## src/design/fast_sync_port_pkg.sv

```systemverilog
// Shared constants and types of the fast synchronous port
package fast_sync_port_pkg;
	localparam int          DATA_W        = 16;
	localparam int          ADDR_W        = 8;
	localparam int          CLK_HZ        = 40000000;
	localparam int          RATE_PRESCALE = 2;
	// Byte offsets on the register bus
	localparam logic [7:0]  OFS_CTRL      = 8'h00;
	localparam logic [7:0]  OFS_RATE      = 8'h04;
	localparam logic [7:0]  OFS_TXD       = 8'h08;
	localparam logic [7:0]  OFS_RXD       = 8'h0C;
	localparam logic [7:0]  OFS_STAT      = 8'h10;
	// Control fields
	localparam int          CTRL_EN       = 0;
	localparam int          CTRL_MASTER   = 1;
	localparam int          CTRL_CPOL     = 2;
	localparam int          CTRL_CPHA     = 3;
	localparam int          CTRL_LSB      = 4;
	localparam int          CTRL_HALF     = 5;
	localparam int          CTRL_WLO      = 8;
	localparam int          CTRL_WHI      = 11;
	localparam logic [15:0] CTRL_RESET    = 16'h0F00;
	localparam logic [15:0] CTRL_MASK     = 16'h0F3F;
	localparam logic [3:0]  WIDTH_M1_MIN  = 4'h1;
	// Status fields
	localparam int          ST_TXFULL     = 0;
	localparam int          ST_RXVALID    = 1;
	localparam int          ST_BUSY       = 2;
	localparam int          ST_OVR        = 3;
	localparam logic [15:0] RATE_RESET    = 16'h0001;
	localparam logic [15:0] ZERO16        = 16'h0000;
	localparam logic [31:0] ZERO32        = 32'h00000000;
	typedef enum {SH_IDLE, SH_SHIFT} shift_state_type;
endpackage

```

## src/design/word_stream_if.sv

```systemverilog
// Word stream with valid and ready between the port's modules
`timescale 1ns/10ps
interface word_stream_if;
	logic [15:0] data;
	logic        valid;
	logic        ready;
	modport src (output data, output valid, input ready);
	modport snk (input data, input valid, output ready);
endinterface

```

## src/design/fast_sync_port.sv

```systemverilog
// Fast synchronous serial port with rate generator and Wishbone registers
//
// How it works
// - The port moves words in full duplex, or in half duplex over an open-drain data line.
// - As master the port makes the shift clock, as slave it follows the clock from outside.
// - Word width, bit order, idle clock level and sampling phase are set in the control word.
// - Transmit and receive each have a two-word buffer so shifting goes on while words wait.
// - A 16-bit down-counter with a 16-bit reload sets the rate, apart from any timer.
// - The rate counter ticks at half the core clock and counts down.
// - The rate counter runs only while the global enable bit is set and stops when cleared.
// - Reading the rate register while enabled gives the live count.
// - Reading it while disabled gives the reload, which can only be written then.
// - The bit rate is the core clock over twice the reload plus two, for any reload above zero; a reload of zero gives a quarter of the core clock.
// - The framing and clock options cover the usual SPI modes.
//
// The Wishbone slave port and the address map are this design's own decisions.
`timescale 1ns/10ps
module fast_sync_port (
	// Clock and reset
	input  wire logic        clk_i,
	input  wire logic        rst_i,
	// Wishbone slave
	input  wire logic        cyc_i,
	input  wire logic        stb_i,
	input  wire logic        we_i,
	input  wire logic [fast_sync_port_pkg::ADDR_W-1:0] adr_i,
	input  wire logic [3:0]  sel_i,
	input  wire logic [31:0] dat_i,
	output logic      [31:0] dat_o,
	output logic             ack_o,
	// Serial pins
	input  wire logic        sclk_i,
	output logic             sclk_o,
	output logic             sclk_oe_o,
	input  wire logic        select_n_i,
	input  wire logic        ser_data_i,
	output logic             ser_data_o,
	output logic             ser_data_oe_o
);
	import fast_sync_port_pkg::*;

	////////////////////////////////////////////////////////////////////////////////
	// Declarations

	logic [15:0]     ctrl_reg;
	logic [15:0]     reload_reg;
	logic            overrun_reg;
	logic            ack_reg;
	logic [31:0]     rdata_reg;
	shift_state_type state_reg;
	logic [15:0]     tx_shift_reg;
	logic [15:0]     rx_shift_reg;
	logic [15:0]     rx_word_reg;
	logic            rx_push_reg;
	logic [3:0]      bit_cnt_reg;
	logic            phase_reg;
	logic            sclk_reg;
	logic            sclk_oe_reg;
	logic            dout_reg;
	logic            dout_oe_reg;
	logic            sclk_prev_reg;

	logic            enable;
	logic            master;
	logic            cpol;
	logic            cpha;
	logic            lsb_first;
	logic            half_duplex;
	logic [3:0]      width_m1;
	logic            req;
	logic            hit_ctrl;
	logic            hit_rate;
	logic            hit_txd;
	logic            hit_rxd;
	logic            hit_stat;
	logic            wr_ok;
	logic [15:0]     wmask;
	logic [15:0]     rate_count;
	logic            rate_lead;
	logic            rate_mid;
	logic            selected;
	logic            edge_first;
	logic            edge_second;
	logic            start;
	logic            abort;
	logic [15:0]     tx_next;
	logic [15:0]     rx_next;
	logic [15:0]     status;

	word_stream_if   bus_tx ();
	word_stream_if   tx_out ();
	word_stream_if   rx_in ();
	word_stream_if   bus_rx ();

	////////////////////////////////////////////////////////////////////////////////
	// Helpers

	// Bit that goes out next for the given word layout
	function automatic logic pick_bit(input logic [15:0] w, input logic [3:0] m1,
		input logic lsb);
		if (lsb) begin
			pick_bit = w[0];
		end else begin
			pick_bit = w[m1];
		end
	endfunction

	// Moves a received word down to bit 0 for either order
	function automatic logic [15:0] align_rx(input logic [15:0] w, input logic [3:0] m1,
		input logic lsb);
		logic [15:0] mask;
		mask = ~(16'hFFFF << m1 << 1);
		if (lsb) begin
			align_rx = (w >> (4'hF - m1)) & mask;
		end else begin
			align_rx = w & mask;
		end
	endfunction

	////////////////////////////////////////////////////////////////////////////////
	// Control decode

	assign enable      = ctrl_reg[CTRL_EN];
	assign master      = ctrl_reg[CTRL_MASTER];
	assign cpol        = ctrl_reg[CTRL_CPOL];
	assign cpha        = ctrl_reg[CTRL_CPHA];
	assign lsb_first   = ctrl_reg[CTRL_LSB];
	assign half_duplex = ctrl_reg[CTRL_HALF];
	// Widths below two bits are clamped; one-bit words are not framed
	assign width_m1    = (ctrl_reg[CTRL_WHI:CTRL_WLO] < WIDTH_M1_MIN) ? WIDTH_M1_MIN
		: ctrl_reg[CTRL_WHI:CTRL_WLO];

	////////////////////////////////////////////////////////////////////////////////
	// Register bus

	assign req      = cyc_i && stb_i && !ack_reg;
	assign hit_ctrl = (adr_i == OFS_CTRL);
	assign hit_rate = (adr_i == OFS_RATE);
	assign hit_txd  = (adr_i == OFS_TXD);
	assign hit_rxd  = (adr_i == OFS_RXD);
	assign hit_stat = (adr_i == OFS_STAT);
	assign wmask    = {{8{sel_i[1]}}, {8{sel_i[0]}}};
	assign wr_ok    = req && we_i;

	// A data write waits for room, stalling ack instead of dropping a word
	assign bus_tx.data  = dat_i[15:0];
	assign bus_tx.valid = wr_ok && hit_txd;
	assign bus_rx.ready = req && !we_i && hit_rxd;

	assign status = {12'h000, overrun_reg, (state_reg == SH_SHIFT), bus_rx.valid,
		!bus_tx.ready};

	always_ff @(posedge clk_i) begin
		if (rst_i) begin
			ack_reg <= 1'b0;
		end else begin
			ack_reg <= req && !(we_i && hit_txd && !bus_tx.ready);
		end
	end

	always_ff @(posedge clk_i) begin
		if (rst_i) begin
			rdata_reg <= ZERO32;
		end else if (req && !we_i) begin
			rdata_reg <= ZERO32;
			if (hit_ctrl) begin
				rdata_reg[15:0] <= ctrl_reg;
			end
			if (hit_rate) begin
				rdata_reg[15:0] <= enable ? rate_count : reload_reg;
			end
			if (hit_rxd && bus_rx.valid) begin
				rdata_reg[15:0] <= bus_rx.data;
			end
			if (hit_stat) begin
				rdata_reg[15:0] <= status;
			end
		end
	end

	always_ff @(posedge clk_i) begin
		if (rst_i) begin
			ctrl_reg <= CTRL_RESET;
		end else if (wr_ok && hit_ctrl) begin
			ctrl_reg <= (ctrl_reg & ~(wmask & CTRL_MASK)) | (dat_i[15:0] & wmask & CTRL_MASK);
		end
	end

	// Writes while enabled are ignored so the running count is never disturbed
	always_ff @(posedge clk_i) begin
		if (rst_i) begin
			reload_reg <= RATE_RESET;
		end else if (wr_ok && hit_rate && !enable) begin
			reload_reg <= (reload_reg & ~wmask) | (dat_i[15:0] & wmask);
		end
	end

	// A new overrun wins over a clear in the same cycle
	always_ff @(posedge clk_i) begin
		if (rst_i) begin
			overrun_reg <= 1'b0;
		end else if (rx_in.valid && !rx_in.ready) begin
			overrun_reg <= 1'b1;
		end else if (wr_ok && hit_stat && sel_i[0] && dat_i[ST_OVR]) begin
			overrun_reg <= 1'b0;
		end
	end

	assign dat_o = rdata_reg;
	assign ack_o = ack_reg;

	////////////////////////////////////////////////////////////////////////////////
	// Buffers and rate generator

	pair_buffer tx_buffer (
		.clk_i (clk_i),
		.rst_i (rst_i),
		.fill  (bus_tx),
		.drain (tx_out)
	);

	pair_buffer rx_buffer (
		.clk_i (clk_i),
		.rst_i (rst_i),
		.fill  (rx_in),
		.drain (bus_rx)
	);

	rate_down_counter rate_gen (
		.clk_i    (clk_i),
		.rst_i    (rst_i),
		.run_i    (enable),
		.reload_i (reload_reg),
		.count_o  (rate_count),
		.lead_o   (rate_lead),
		.mid_o    (rate_mid)
	);

	////////////////////////////////////////////////////////////////////////////////
	// Clock edges

	assign selected = !select_n_i;

	always_ff @(posedge clk_i) begin
		if (rst_i) begin
			sclk_prev_reg <= 1'b0;
		end else begin
			sclk_prev_reg <= sclk_i;
		end
	end

	// First edge leaves the idle level, second returns to it
	always_comb begin
		if (master) begin
			edge_first  = rate_lead && !phase_reg;
			edge_second = rate_mid && phase_reg;
		end else begin
			edge_first  = (sclk_i != sclk_prev_reg) && (sclk_i != cpol);
			edge_second = (sclk_i != sclk_prev_reg) && (sclk_i == cpol);
		end
	end

	// A slave sends zeros when nothing is queued
	assign start        = enable && (state_reg == SH_IDLE)
		&& (master ? tx_out.valid : selected);
	assign abort        = !enable || (!master && !selected);
	assign tx_out.ready = start;

	always_comb begin
		tx_next = lsb_first ? (tx_shift_reg >> 1) : (tx_shift_reg << 1);
		rx_next = lsb_first ? {ser_data_i, rx_shift_reg[15:1]}
			: {rx_shift_reg[14:0], ser_data_i};
	end

	assign rx_in.data  = rx_word_reg;
	assign rx_in.valid = rx_push_reg;

	////////////////////////////////////////////////////////////////////////////////
	// Shifter

	always_ff @(posedge clk_i) begin
		if (rst_i) begin
			state_reg    <= SH_IDLE;
			tx_shift_reg <= ZERO16;
			rx_shift_reg <= ZERO16;
			rx_word_reg  <= ZERO16;
			rx_push_reg  <= 1'b0;
			bit_cnt_reg  <= 4'h0;
			phase_reg    <= 1'b0;
			sclk_reg     <= 1'b0;
			dout_reg     <= 1'b0;
		end else begin
			rx_push_reg <= 1'b0;
			case (state_reg)
				SH_IDLE: begin
					sclk_reg    <= cpol;
					phase_reg   <= 1'b0;
					bit_cnt_reg <= 4'h0;
					if (start) begin
						state_reg    <= SH_SHIFT;
						tx_shift_reg <= tx_out.valid ? tx_out.data : ZERO16;
						dout_reg     <= tx_out.valid
							? pick_bit(tx_out.data, width_m1, lsb_first) : 1'b0;
					end
				end
				SH_SHIFT: begin
					if (abort) begin
						state_reg <= SH_IDLE;
					end else if (edge_first) begin
						sclk_reg  <= ~cpol;
						phase_reg <= 1'b1;
						if (!cpha) begin
							rx_shift_reg <= rx_next;
						end else if (bit_cnt_reg != 4'h0) begin
							tx_shift_reg <= tx_next;
							dout_reg     <= pick_bit(tx_next, width_m1, lsb_first);
						end
					end else if (edge_second) begin
						sclk_reg  <= cpol;
						phase_reg <= 1'b0;
						if (cpha) begin
							rx_shift_reg <= rx_next;
						end else begin
							tx_shift_reg <= tx_next;
							dout_reg     <= pick_bit(tx_next, width_m1, lsb_first);
						end
						if (bit_cnt_reg == width_m1) begin
							state_reg   <= SH_IDLE;
							rx_push_reg <= 1'b1;
							rx_word_reg <= align_rx(cpha ? rx_next : rx_shift_reg,
								width_m1, lsb_first);
						end else begin
							bit_cnt_reg <= bit_cnt_reg + 4'h1;
						end
					end
				end
				default: begin
					state_reg <= SH_IDLE;
				end
			endcase
		end
	end

	////////////////////////////////////////////////////////////////////////////////
	// Pin drivers

	// Half duplex drives only low so several ends can share one line
	always_ff @(posedge clk_i) begin
		if (rst_i) begin
			sclk_oe_reg <= 1'b0;
			dout_oe_reg <= 1'b0;
		end else begin
			sclk_oe_reg <= enable && master;
			dout_oe_reg <= enable && (master || selected)
				&& (!half_duplex || !dout_reg);
		end
	end

	assign sclk_o        = sclk_reg;
	assign sclk_oe_o     = sclk_oe_reg;
	assign ser_data_o    = dout_reg;
	assign ser_data_oe_o = dout_oe_reg;
endmodule

```

## src/design/rate_down_counter.sv

```systemverilog
// Down-counting rate generator clocked at half the core clock
`timescale 1ns/10ps
module rate_down_counter (
	// Clock and reset
	input  wire logic        clk_i,
	input  wire logic        rst_i,
	// Control
	input  wire logic        run_i,
	input  wire logic [15:0] reload_i,
	// State and events
	output logic      [15:0] count_o,
	output logic             lead_o,
	output logic             mid_o
);
	import fast_sync_port_pkg::*;

	logic        phase_reg;
	logic [16:0] span;

	// Half of reload plus one keeps mid apart from lead even at a reload of one
	assign span = {1'b0, reload_i} + 17'h00001;

	// Phase flop halves the core clock for the counter
	always_ff @(posedge clk_i) begin
		if (rst_i || !run_i) begin
			phase_reg <= 1'b0;
		end else begin
			phase_reg <= ~phase_reg;
		end
	end

	always_ff @(posedge clk_i) begin
		if (rst_i) begin
			count_o <= RATE_RESET;
		end else if (!run_i) begin
			count_o <= reload_i;
		end else if (phase_reg) begin
			if (count_o == ZERO16) begin
				count_o <= reload_i;
			end else begin
				count_o <= count_o - 16'h0001;
			end
		end
	end

	// Lead marks each bit start, mid the half-bit point
	always_ff @(posedge clk_i) begin
		if (rst_i || !run_i) begin
			lead_o <= 1'b0;
			mid_o  <= 1'b0;
		end else begin
			lead_o <= phase_reg && (count_o == ZERO16);
			mid_o  <= phase_reg && (count_o == span[16:1]);
		end
	end
endmodule

```

## src/design/pair_buffer.sv

```systemverilog
// Two-entry word buffer with valid and ready on both sides
`timescale 1ns/10ps
module pair_buffer (
	// Clock and reset
	input  wire logic   clk_i,
	input  wire logic   rst_i,
	// Streams
	word_stream_if.snk  fill,
	word_stream_if.src  drain
);
	import fast_sync_port_pkg::*;

	logic [15:0] slot_reg [2];
	logic [1:0]  used_reg;
	logic        push;
	logic        pop;

	assign fill.ready  = (used_reg != 2'h2);
	assign drain.valid = (used_reg != 2'h0);
	assign drain.data  = slot_reg[0];
	assign push        = fill.valid && fill.ready;
	assign pop         = drain.valid && drain.ready;

	always_ff @(posedge clk_i) begin
		if (rst_i) begin
			used_reg <= 2'h0;
		end else begin
			used_reg <= used_reg + {1'b0, push} - {1'b0, pop};
		end
	end

	// Slot 0 is the head; slot 1 moves down on pop
	always_ff @(posedge clk_i) begin
		if (rst_i) begin
			slot_reg[0] <= ZERO16;
			slot_reg[1] <= ZERO16;
		end else begin
			if (pop) begin
				slot_reg[0] <= slot_reg[1];
			end
			if (push) begin
				if (used_reg == 2'h0 || (used_reg == 2'h1 && pop)) begin
					slot_reg[0] <= fill.data;
				end else begin
					slot_reg[1] <= fill.data;
				end
			end
		end
	end
endmodule

```

## config.mk

```make
export PLATFORM = sky130hd
export DESIGN_NAME = fast_sync_port
export DESIGN_NICKNAME = d
export VERILOG_FILES = /design/src/design/fast_sync_port_pkg.sv /design/src/design/word_stream_if.sv /design/src/design/fast_sync_port.sv /design/src/design/rate_down_counter.sv /design/src/design/pair_buffer.sv
export SDC_FILE = /design/constraint.sdc
export NUM_CORES = 1
export LEC_CHECK = 0
export BUFFER_PORTS_ARGS = -buffer_cell sky130_fd_sc_hd__buf_2
export CAP_MARGIN = 15
export CORE_MARGIN = 2
export CORE_UTILIZATION = 50
export CTS_BUF_LIST = sky130_fd_sc_hd__clkbuf_4 sky130_fd_sc_hd__clkbuf_8
export DETAILED_ROUTE_END_ITERATION = 8
export HOLD_SLACK_MARGIN = 0.03
export PLACE_DENSITY_LB_ADDON = 0.15
export SLEW_MARGIN = 20
export SYNTH_ARGS = -nofsm -noshare
export SYNTH_HDL_FRONTEND = slang
export SYNTH_SLANG_ARGS = --single-unit
```

## constraint.sdc

```tcl
create_clock -name clk_i -period 3.65 [get_ports clk_i]
set_input_delay 1.095 -clock clk_i [delete_from_list [all_inputs] [get_ports clk_i]]
set_output_delay 1.095 -clock clk_i [all_outputs]
set_load 0.01 [all_outputs]
```

==> flow_summary_export.csv, run 1 <==
group,metric,value,unit
power_and_ir_drop,power.total,3.87,mW
synthesis,synth_cell_type_count,83,
synthesis,synth_edf_count,64,
clock_network,clk_pin_slew,0.12,ns
placed_design,dp_cells,1578,
timing,max_freq,0.347,GHz
timing,tightest_slew,0.963,ns
drt,drt_drc_violations_left,0,
clock_network,insertion_delay,0.48,ns
drt,vias,9797,
hold_path,hold_path_class,"reg -> reg",
timing,setup-violations-final,0,
placed_design,port-buffer-count,54,
worst_setup_path,critPathArrivalTime,3.08,ns
timing,skew,0.0196,ns
worst_setup_path,cpMostUsedCell,"nand2_1",
hold_path,hp-start,"rx_in.data[15]",
grt,grt_max_degree,89,
clock_network,cts_tree,"built",
power_and_ir_drop,power.leakage,4.40,nW
floorplanning,die_y,154,µm
worst_setup_path,crit_family,"simple AND/OR/NAND/NOR gates",
synthesis,synth_area,0.0113,mm²
grt,grt_pass1_vias,9006,
timing,worst_slack,0.768,ns
placed_design,dp_slack,0.291,ns
drt,avgViaCountPerCell,6.08,
placed_design,place_area,0.0118,mm²
clock_network,postCtsSetupBuffers,0,
worst_setup_path,cp-startpoint,"adr_i[4]",
timing,rsz0062_at_grt,"no",
synthesis,synth_area_leaders,"dfxtp_1 22%, edfxtp_1 17%, mux2i_1 9.6%",
worst_setup_path,slowest_delay,0.57,ns
timing,final_min_period_over_clock_period,0.790,
synthesis,yosysWarnings,0,
worst_setup_path,path_cells,"buf_2, or4_4, nor3_1, nand2_1, or3_1, buf_4, nand2_1, a21oi_1",
synthesis,synth-seq-cells,191,
power_and_ir_drop,vdd_drop_max,0.000258,V
synthesis,yosys.area.top_type_share,0.225,
synthesis,yosysTopAreaCell,"dfxtp_1",
worst_setup_path,crit_fanout,16,
synthesis,syn_inst,1299,
placed_design,gp_congestion,0.921,
clock_network,post_cts_resized,0,
floorplanning,die_area,0.0238,mm²
synthesis,synthArstFlopShare,0,
cells_and_area,fin_cells,1611,
power_and_ir_drop,powerDensity,317,mW/mm²
grt,overflow,0,
floorplanning,rows,55,
clock_network,clock-sinks,191,
timing,hold_violations,0,
clock_network,cts_hold_buf,0,
timing,setup-tns-final,0,ns
clock_network,max-clock-path-buffers,2,
cells_and_area,nets,1373,
clock_network,clockRootBuffer,"clkbuf_8",
cells_and_area,drive_above_1_share,0.130,
floorplanning,core_area,0.0224,mm²
clock_network,htree_num_levels,4,
job,cap_violations,0,
worst_setup_path,cp_slowest_cell,"or4_4",
run_status,outcome,"complete, no violations",
drt,wl_per_cell,19.6,µm
worst_setup_path,crit_buf_inv,2,
worst_setup_path,end_kind,"register",
grt,grt_first_pass_wirelength,50.2,mm
drt,dr.pass1.iters,5,
floorplanning,die_w,154,µm
clock_network,cts_made_buffers,17,
drt,ant_nets,0,
timing,relSlewSlack,0.357,
worst_setup_path,startpoint_type,"input port",
timing,final.min_clock_period,2.88,ns
timing,drv_slew,0,
synthesis,synth.most_common_cell,"nor2_1",
synthesis,synth_flop_cell,"dfxtp_1",
grt,antenna_found_initial,1,
worst_setup_path,rr_startpoint,"rate_gen.count_o[12]",
placed_design,dpl.hpwl,22.5,mm
drt,drt_iter0_drc,893,
cells_and_area,syn_to_final_growth,8.18,%
floorplanning,num_io_pins,89,
synthesis,synthTopCellsByCount,"173 x nor2_1, 127 x dfxtp_1, 109 x mux2i_1",
worst_setup_path,reg2reg_slack,0.78,ns
worst_setup_path,path_class,"in -> reg",
drt,postRouteWirelength,31.6,mm
floorplanning,initial_utilization,0.504,
grt,grt_util_all_layers,0.265,
worst_setup_path,cp.required,3.85,ns
synthesis,avgSynthCellArea,8.71,µm²
synthesis,ys_seq_area_frac,0.395,
cells_and_area,final_area,0.0122,mm²
==> stage by stage <==
step	hold WS (ns)	util
floorplan	0.440	-
global placement	0.464	0.527
detailed placement	0.466	0.527
CTS	0.490	0.545
global route	0.534	0.545
finish	0.495	0.546
==> cells by family (layout without fill, tap and decap cells) <==
logic type                 Yosys count  after routing  synth area share
and+or+nand+nor                    473            473             0.198
xor gates and xnor gates            32             32            0.0248
DFF                                191            191             0.395
muxes                              131            131             0.125
buffers and inverters              150            161            0.0592
adders and majority gates            9              9           0.00995
AOI/OAI and AO/OA                  312            312             0.188
other                                1             17          0.000331
==> tightest hold or removal path, cell delays in order, from the launching register on <==
cell and delay, ns:
dfxtp_1 0.35, nand2_1 0.06, a21oi_1 0.05
==> path summary, 6_finish.rpt <==
kind	endpoint	cells past startpoint
setup / recovery	tx_buffer.slot_reg[0][15]	8
setup reg to reg	rate_gen.count_o[3]	6
hold reg to reg	rx_in.data[15]	2
hold / removal	rx_in.data[15]	2
==> layout by cell type, fill, tap and decap left out, types with 12 or more instances in the layout <==
cell type / instances
and2_1: 37
xnor2_1: 20
conb_1: 16
mux2i_1: 109
dfxtp_1: 126
a211oi_1: 53
nor4_1: 13
xor2_1: 12
mux2_2: 15
inv_1: 27
clkbuf_8: 18
edfxtp_1: 64
buf_2: 54
nor2b_1: 14
o21ai_0: 51
buf_4: 42
nand3_1: 44
a21oi_1: 84
nor2_1: 171
nand2_1: 108
nor3_1: 24
==> power by group <==
group	total, mW	switching [mW]	internal [mW]
Sequential	2.25	0.0207	2.23
Clock	1.47	0.873	0.601
Combinational	0.154	0.104	0.0504
Total	3.87	0.997	2.88
==> layer usage <==
| layer | vias up | routed length (µm) | global-route usage |
|---|---|---|---|
| met2 | 372 | 14100 | 0.400 |
| met5 | - | 0 | 0 |
| met3 | 36 | 2160 | 0.0474 |
| li1 | 4729 | - | - |
| met4 | 0 | 613 | 0.0785 |
| met1 | 4660 | 14700 | 0.388 |
==> final cells by class <==
class | count | area (µm²)
tap | 285 | 357
sequential | 191 | 4470
multi-input combinational | 973 | 6260
clock buffer | 18 | 248
clock inverter | 14 | 165
timing repair buffer | 98 | 626
antenna | 1 | 2.50
inverter | 31 | 116
fill | 2086 | 10200
(Power assumes the default switching activity.)
==> inputs of run 2 (changes only) <==
--- a/config.mk
+++ b/config.mk
@@ -5,6 +5,7 @@
 export SDC_FILE = /design/constraint.sdc
 export NUM_CORES = 1
 export LEC_CHECK = 0
+export ABC_AREA = 1
 export BUFFER_PORTS_ARGS = -buffer_cell sky130_fd_sc_hd__buf_2
 export CAP_MARGIN = 15
 export CORE_MARGIN = 2
==> constraint.sdc (replaced) <==
create_clock -name clk_i -period 2.9 [get_ports clk_i]
set_input_delay 0.87 -clock clk_i [delete_from_list [all_inputs] [get_ports clk_i]]
set_output_delay 0.87 -clock clk_i [all_outputs]
set_load 0.01 [all_outputs]
==> run 2 against run 1 <==
Combinational power grew 35%. Sequential power grew 25%. Final cell count grew 16%. Highest routed layer unchanged. Clock power grew 26%. Critical path type is now reg -> reg.
==> flow_summary_export.csv, run 2 <==
group,metric,value,unit
clock_network,insertion_delay,0.49,ns
synthesis,synthTopCellsByCount,"329 x nand2_1, 158 x inv_1, 139 x nor2_1",
placed_design,dpl.hpwl,23.1,mm
grt,grt_pass1_vias,9376,
floorplanning,die_area,0.0236,mm²
synthesis,synth_area_leaders,"dfxtp_1 23%, edfxtp_1 17%, nand2_1 11%",
floorplanning,die_w,153,µm
timing,setup-tns-final,0,ns
worst_setup_path,slowest_delay,0.42,ns
worst_setup_path,end_kind,"register",
timing,setup-violations-final,0,
drt,postRouteWirelength,31.5,mm
clock_network,max-clock-path-buffers,2,
worst_setup_path,path_cells,"inv_1, buf_4, nand2_1, nand3_1, nand2_1, nand2_1, nand2_1, nor2_1, nor2_1, nand2_1, nand3_1, nand2_1, nand2_1, a21oi_1",
drt,avgViaCountPerCell,5.56,
synthesis,yosysWarnings,0,
drt,vias,10411,
placed_design,gp_congestion,0.932,
timing,rsz0062_at_grt,"no",
worst_setup_path,path_class,"reg -> reg",
cells_and_area,fin_cells,1874,
run_status,outcome,"complete, no violations",
clock_network,post_cts_resized,0,
synthesis,synth.most_common_cell,"nand2_1",
timing,whs,0.458,ns
worst_setup_path,cp_slowest_cell,"buf_4",
timing,skew,0.0212,ns
timing,final.min_clock_period,2.24,ns
drt,drt_iter0_drc,856,
grt,grt_max_degree,56,
floorplanning,initial_utilization,0.510,
cells_and_area,syn_to_final_growth,8.24,%
clock_network,cts_made_buffers,17,
placed_design,dp_cells,1842,
grt,antenna_found_initial,0,
job,cap_violations,0,
worst_setup_path,cp.required,3.33,ns
cells_and_area,nFillCells,2164,
synthesis,synth_edf_count,64,
synthesis,syn_inst,1544,
drt,dr.pass1.iters,5,
floorplanning,core_area,0.0219,mm²
drt,drt_drc_violations_left,0,
cells_and_area,antenna_cells,0,
cells_and_area,drive_above_1_share,0.123,
cells_and_area,seq_area,0.00446,mm²
power_and_ir_drop,vdd_drop_max,0.000303,V
synthesis,synth_cell_type_count,59,
placed_design,port-buffer-count,54,
hold_path,hold_path_class,"reg -> reg",
floorplanning,die_y,153,µm
timing,relSlewSlack,0.478,
worst_setup_path,startpoint_type,"register",
synthesis,synth-seq-cells,191,
clock_network,clock-sinks,191,
grt,grt_util_all_layers,0.268,
clock_network,clockRootBuffer,"clkbuf_8",
worst_setup_path,critPathArrivalTime,2.66,ns
clock_network,htree_num_levels,4,
synthesis,synthArstFlopShare,0,
synthesis,avgSynthCellArea,7.23,µm²
timing,drv_slew,0,
grt,overflow,0,
cells_and_area,final_common_cell,"nand2_1",
cells_and_area,multi_input_area,0.00563,mm²
cells_and_area,layout_common_cells,"329 x nand2_1, 157 x inv_1, 139 x nor2_1",
synthesis,synth_area,0.0112,mm²
clock_network,clk_pin_slew,0.11,ns
timing,hold_violations,0,
cells_and_area,nets,1642,
timing,final_min_period_over_clock_period,0.771,
synthesis,synth_flop_cell,"dfxtp_1",
floorplanning,rows,54,
synthesis,yosysTopAreaCell,"dfxtp_1",
timing,tightest_slew,0.782,ns
power_and_ir_drop,power.leakage,4.83,nW
floorplanning,num_io_pins,89,
grt,grt_first_pass_wirelength,50.6,mm
synthesis,yosys.area.top_type_share,0.228,
synthesis,ys_seq_area_frac,0.400,
timing,max_freq,0.447,GHz
clock_network,cts_tree,"built",
clock_network,postCtsSetupBuffers,0,
worst_setup_path,crit_fanout,26,
clock_network,cts_hold_buf,0,
drt,wl_per_cell,16.8,µm
worst_setup_path,cpMostUsedCell,"nand2_1",
drt,ant_nets,0,
power_and_ir_drop,powerDensity,402,mW/mm²
[run 2: cell types whose count changed after synthesis, moves of 16 or more]
| cell | previous run | this run |
|---|---|---|
| a211oi_1 | 53 | 13 |
| mux2i_1 | 109 | 0 |
| o21ai_0 | 51 | 131 |
| nand2_1 | 108 | 329 |
| nand3_1 | 44 | 123 |
| a21oi_1 | 84 | 132 |
| inv_1 | 27 | 158 |
| and2_1 | 37 | 4 |
| clkbuf_1 | 70 | 31 |
| o22ai_1 | 6 | 22 |
| nor2_1 | 173 | 139 |
[run 2: path summary, 6_finish.rpt]
check	from	end	slack (ns)	cells past startpoint
max	register	rx_in.data[2]	0.66	14
min	ack_o	ack_o	0.46	1
max reg2reg	register	rx_in.data[2]	0.66	14
min reg2reg	ack_o	ack_o	0.46	1
[run 2: logic make-up after synthesis]
| logic type | count (synthesis) | share of synthesized area |
|---|---|---|
| AO/OA/AOI/OAI | 377 | 0.197 |
| AND/OR/NAND/NOR | 668 | 0.264 |
| other | 1 | 0.000336 |
| adder cells (fa/ha/maj) | 9 | 0.0101 |
| buffers and inverters | 265 | 0.102 |
| XOR/XNOR | 33 | 0.0265 |
| flip-flops | 191 | 0.400 |
[run 2: per-layer routing]
metal  track usage  up-vias  routed length, µm
met5             0        -                  0
li1              -     5212                  -
met4        0.0869        0                814
met3        0.0360       45               2040
met1         0.400     4765              15000
met2         0.402      389              13700
[run 2: final cells by class]
class / instances / share of cell area
clock buffers: 17 / 0.0194
flip-flops and latches: 191 / 0.369
repair buffers: 92 / 0.0480
multi-input cells: 1103 / 0.465
well taps: 280 / 0.0290
inverters: 176 / 0.0550
clock inverters: 15 / 0.0140
[run 2: through the flow]
step           area (µm²)  power [mW]   util  setup WS (ns)
2_1_floorplan       11200        2.99      -          0.240
3_3_place_gp        11700        3.07  0.534          0.220
3_5_place_dp        11700        3.07  0.534          0.178
4_1_cts             12100        4.89  0.552          0.690
5_1_grt             12100        5.01  0.552          0.385
6_report            12100        4.86  0.552          0.664
[run 2: critical path, delay by kind of cell, from the launching register on]
| kind | cells | cell delay [ns] |
|---|---|---|
| simple gates | 11 | 0.95 |
| buf+inv | 2 | 0.80 |
| flops | 1 | 0.32 |
| compound gates | 1 | 0.11 |
[run 2: report_power, final]
part           internal (mW)  switching (mW)  total, mW
Combinational         0.0580           0.150      0.208
Clock                  0.728            1.12       1.85
Sequential              2.79          0.0157       2.81
==> inputs of run 3 (changes only) <==
==> constraint.sdc (replaced) <==
create_clock -name clk_i -period 2.3 [get_ports clk_i]
set_input_delay 0.69 -clock clk_i [delete_from_list [all_inputs] [get_ports clk_i]]
set_output_delay 0.69 -clock clk_i [all_outputs]
set_load 0.01 [all_outputs]
==> run 3 against run 2 <==
Core utilization is 1.8 points higher. Via count is 1.1% higher. Design area is 3.2% higher. Combinational power is 30% higher. Clock-buffer cell count stayed put. Clock power is 36% higher. Sequential power is 26% higher. Routed wire length is 0.99% higher. Sequential share of layout area is 1.1 points lower. Die area stayed put. Clock skew hardly changed. Critical path type unchanged.
==> flow_summary_export.csv, run 3 (same netlist as run 2, synthesis figures left out) <==
group,metric,value,unit
worst_setup_path,path_class,"reg -> reg",
floorplanning,die_y,153,µm
cells_and_area,final_common_cell,"nand2_1",
grt,antenna_found_initial,0,
timing,final.min_clock_period,2.16,ns
floorplanning,rows,54,
cells_and_area,syn_to_final_growth,11.7,%
power_and_ir_drop,p_clk_frac,0.398,
placed_design,gp_congestion,0.938,
drt,wl_per_cell,16.7,µm
worst_setup_path,cp_slowest_cell,"dfxtp_1",
worst_setup_path,path_cells,"inv_1, nand2_1, nand3_1, o21ai_0, buf_4, o21ai_0, nand2_1, nand2_1, nand3_1, nand2_1, nand2_1, a21oi_1",
floorplanning,core_area,0.0219,mm²
job,cap_violations,0,
clock_network,clk_pin_slew,0.12,ns
clock_network,insertion_delay,0.49,ns
timing,relSlewSlack,0.420,
grt,grt_first_pass_wirelength,51.0,mm
timing,max_freq,0.462,GHz
drt,postRouteWirelength,31.8,mm
cells_and_area,multi_input_area,0.00564,mm²
worst_setup_path,crit_fanout,10,
worst_setup_path,slowest_delay,0.37,ns
timing,setup-tns-final,0,ns
cells_and_area,seq_area,0.00446,mm²
floorplanning,initial_utilization,0.510,
timing,hold_violations,0,
drt,dr.pass1.iters,7,
timing,skew,0.0208,ns
drt,ant_nets,0,
cells_and_area,nets,1674,
grt,grt_util_all_layers,0.270,
grt,overflow,0,
worst_setup_path,critPathArrivalTime,2.57,ns
grt,grt_pass1_vias,9593,
timing,setup-violations-final,0,
power_and_ir_drop,swShare,0.265,
worst_setup_path,crit_buf_inv,2,
power_and_ir_drop,power.leakage,5.04,nW
cells_and_area,drive_above_1_share,0.142,
clock_network,cts_tree,"built",
power_and_ir_drop,intPower,4.65,mW
clock_network,post_cts_resized,0,
placed_design,port-buffer-count,54,
floorplanning,die_area,0.0236,mm²
power_and_ir_drop,power.total,6.33,mW
timing,final_min_period_over_clock_period,0.940,
clock_network,cts_hold_buf,0,
clock_network,cts_made_buffers,17,
clock_network,htree_num_levels,4,
timing,rsz0062_at_grt,"no",
clock_network,postCtsSetupBuffers,0,
floorplanning,num_io_pins,89,
power_and_ir_drop,seq_power_share,0.559,
timing,drv_slew,0,
worst_setup_path,end_kind,"register",
cells_and_area,nFillCells,2144,
hold_path,hold_path_class,"reg -> reg",
power_and_ir_drop,p_sw,1.68,mW
power_and_ir_drop,powerDensity,507,mW/mm²
drt,drt_drc_violations_left,0,
timing,tightest_slew,0.870,ns
cells_and_area,layout_common_cells,"329 x nand2_1, 157 x inv_1, 139 x nor2_1",
grt,grt_max_degree,44,
cells_and_area,antenna_cells,0,
floorplanning,die_w,153,µm
drt,drt_iter0_drc,1000,
worst_setup_path,cpMostUsedCell,"nand2_1",
worst_setup_path,crit_family,"simple AND/OR/NAND/NOR gates",
placed_design,dpl.hpwl,23.5,mm
clock_network,max-clock-path-buffers,2,
clock_network,clockRootBuffer,"clkbuf_8",
worst_setup_path,cp.required,2.71,ns
worst_setup_path,startpoint_type,"register",
drt,vias,10524,
power_and_ir_drop,power_frac_comb,0.043,
run_status,outcome,"complete, no violations",
power_and_ir_drop,vdd_drop_max,0.000322,V
drt,avgViaCountPerCell,5.52,
clock_network,clock-sinks,191,
==> run 3: path summary, 6_finish.rpt <==
path	from	end	slack, ns	depth (start not counted)
setup / recovery	register	rx_in.data[1]	0.14	12
hold / removal	ack_o	ack_o	0.45	1
setup reg to reg	register	rx_in.data[1]	0.14	12
hold reg to reg	ack_o	ack_o	0.45	1
==> run 3: per-layer routing <==
| layer | share of wire | GRT usage | up-vias |
|---|---|---|---|
| met5 | 0 | 0 | - |
| li1 | - | - | 5286 |
| met4 | 0.035 | 0.103 | 0 |
| met1 | 0.47 | 0.392 | 4759 |
| met2 | 0.43 | 0.407 | 411 |
| met3 | 0.065 | 0.0388 | 68 |
==> run 3: power groups by stage <==
stage	Combinational, mW	Clock (mW)	Sequential, mW
6_report	0.271	2.52	3.54
5_1_grt	0.298	2.66	3.54
4_1_cts	0.270	2.55	3.54
3_5_place_dp	0.269	0	3.61
3_3_place_gp	0.266	0	3.61
2_1_floorplan	0.164	0	3.61
==> run 3: metrics by stage <==
step           utilization  hold slack (ns)  setup WS, ns  instances  area, µm²
3_5_place_dp         0.549            0.436       -0.0778       1874      12000
4_1_cts              0.570            0.435         0.188       1906      12500
5_1_grt              0.570            0.439       0.00625       1906      12500
3_3_place_gp         0.549            0.432       -0.0434       1874      12000
6_report             0.570            0.447         0.137       1906      12500
2_1_floorplan            -            0.430       -0.0136       1559      11200
==> run 3: area by class of cell <==
| cell class | instances | area share |
|---|---|---|
| clock buffer | 17 | 0.0187 |
| clock inverter | 15 | 0.0176 |
| inverter | 176 | 0.0533 |
| multi-input combinational | 1103 | 0.452 |
| sequential | 191 | 0.358 |
| tap | 280 | 0.0281 |
| timing repair buffer | 124 | 0.0728 |
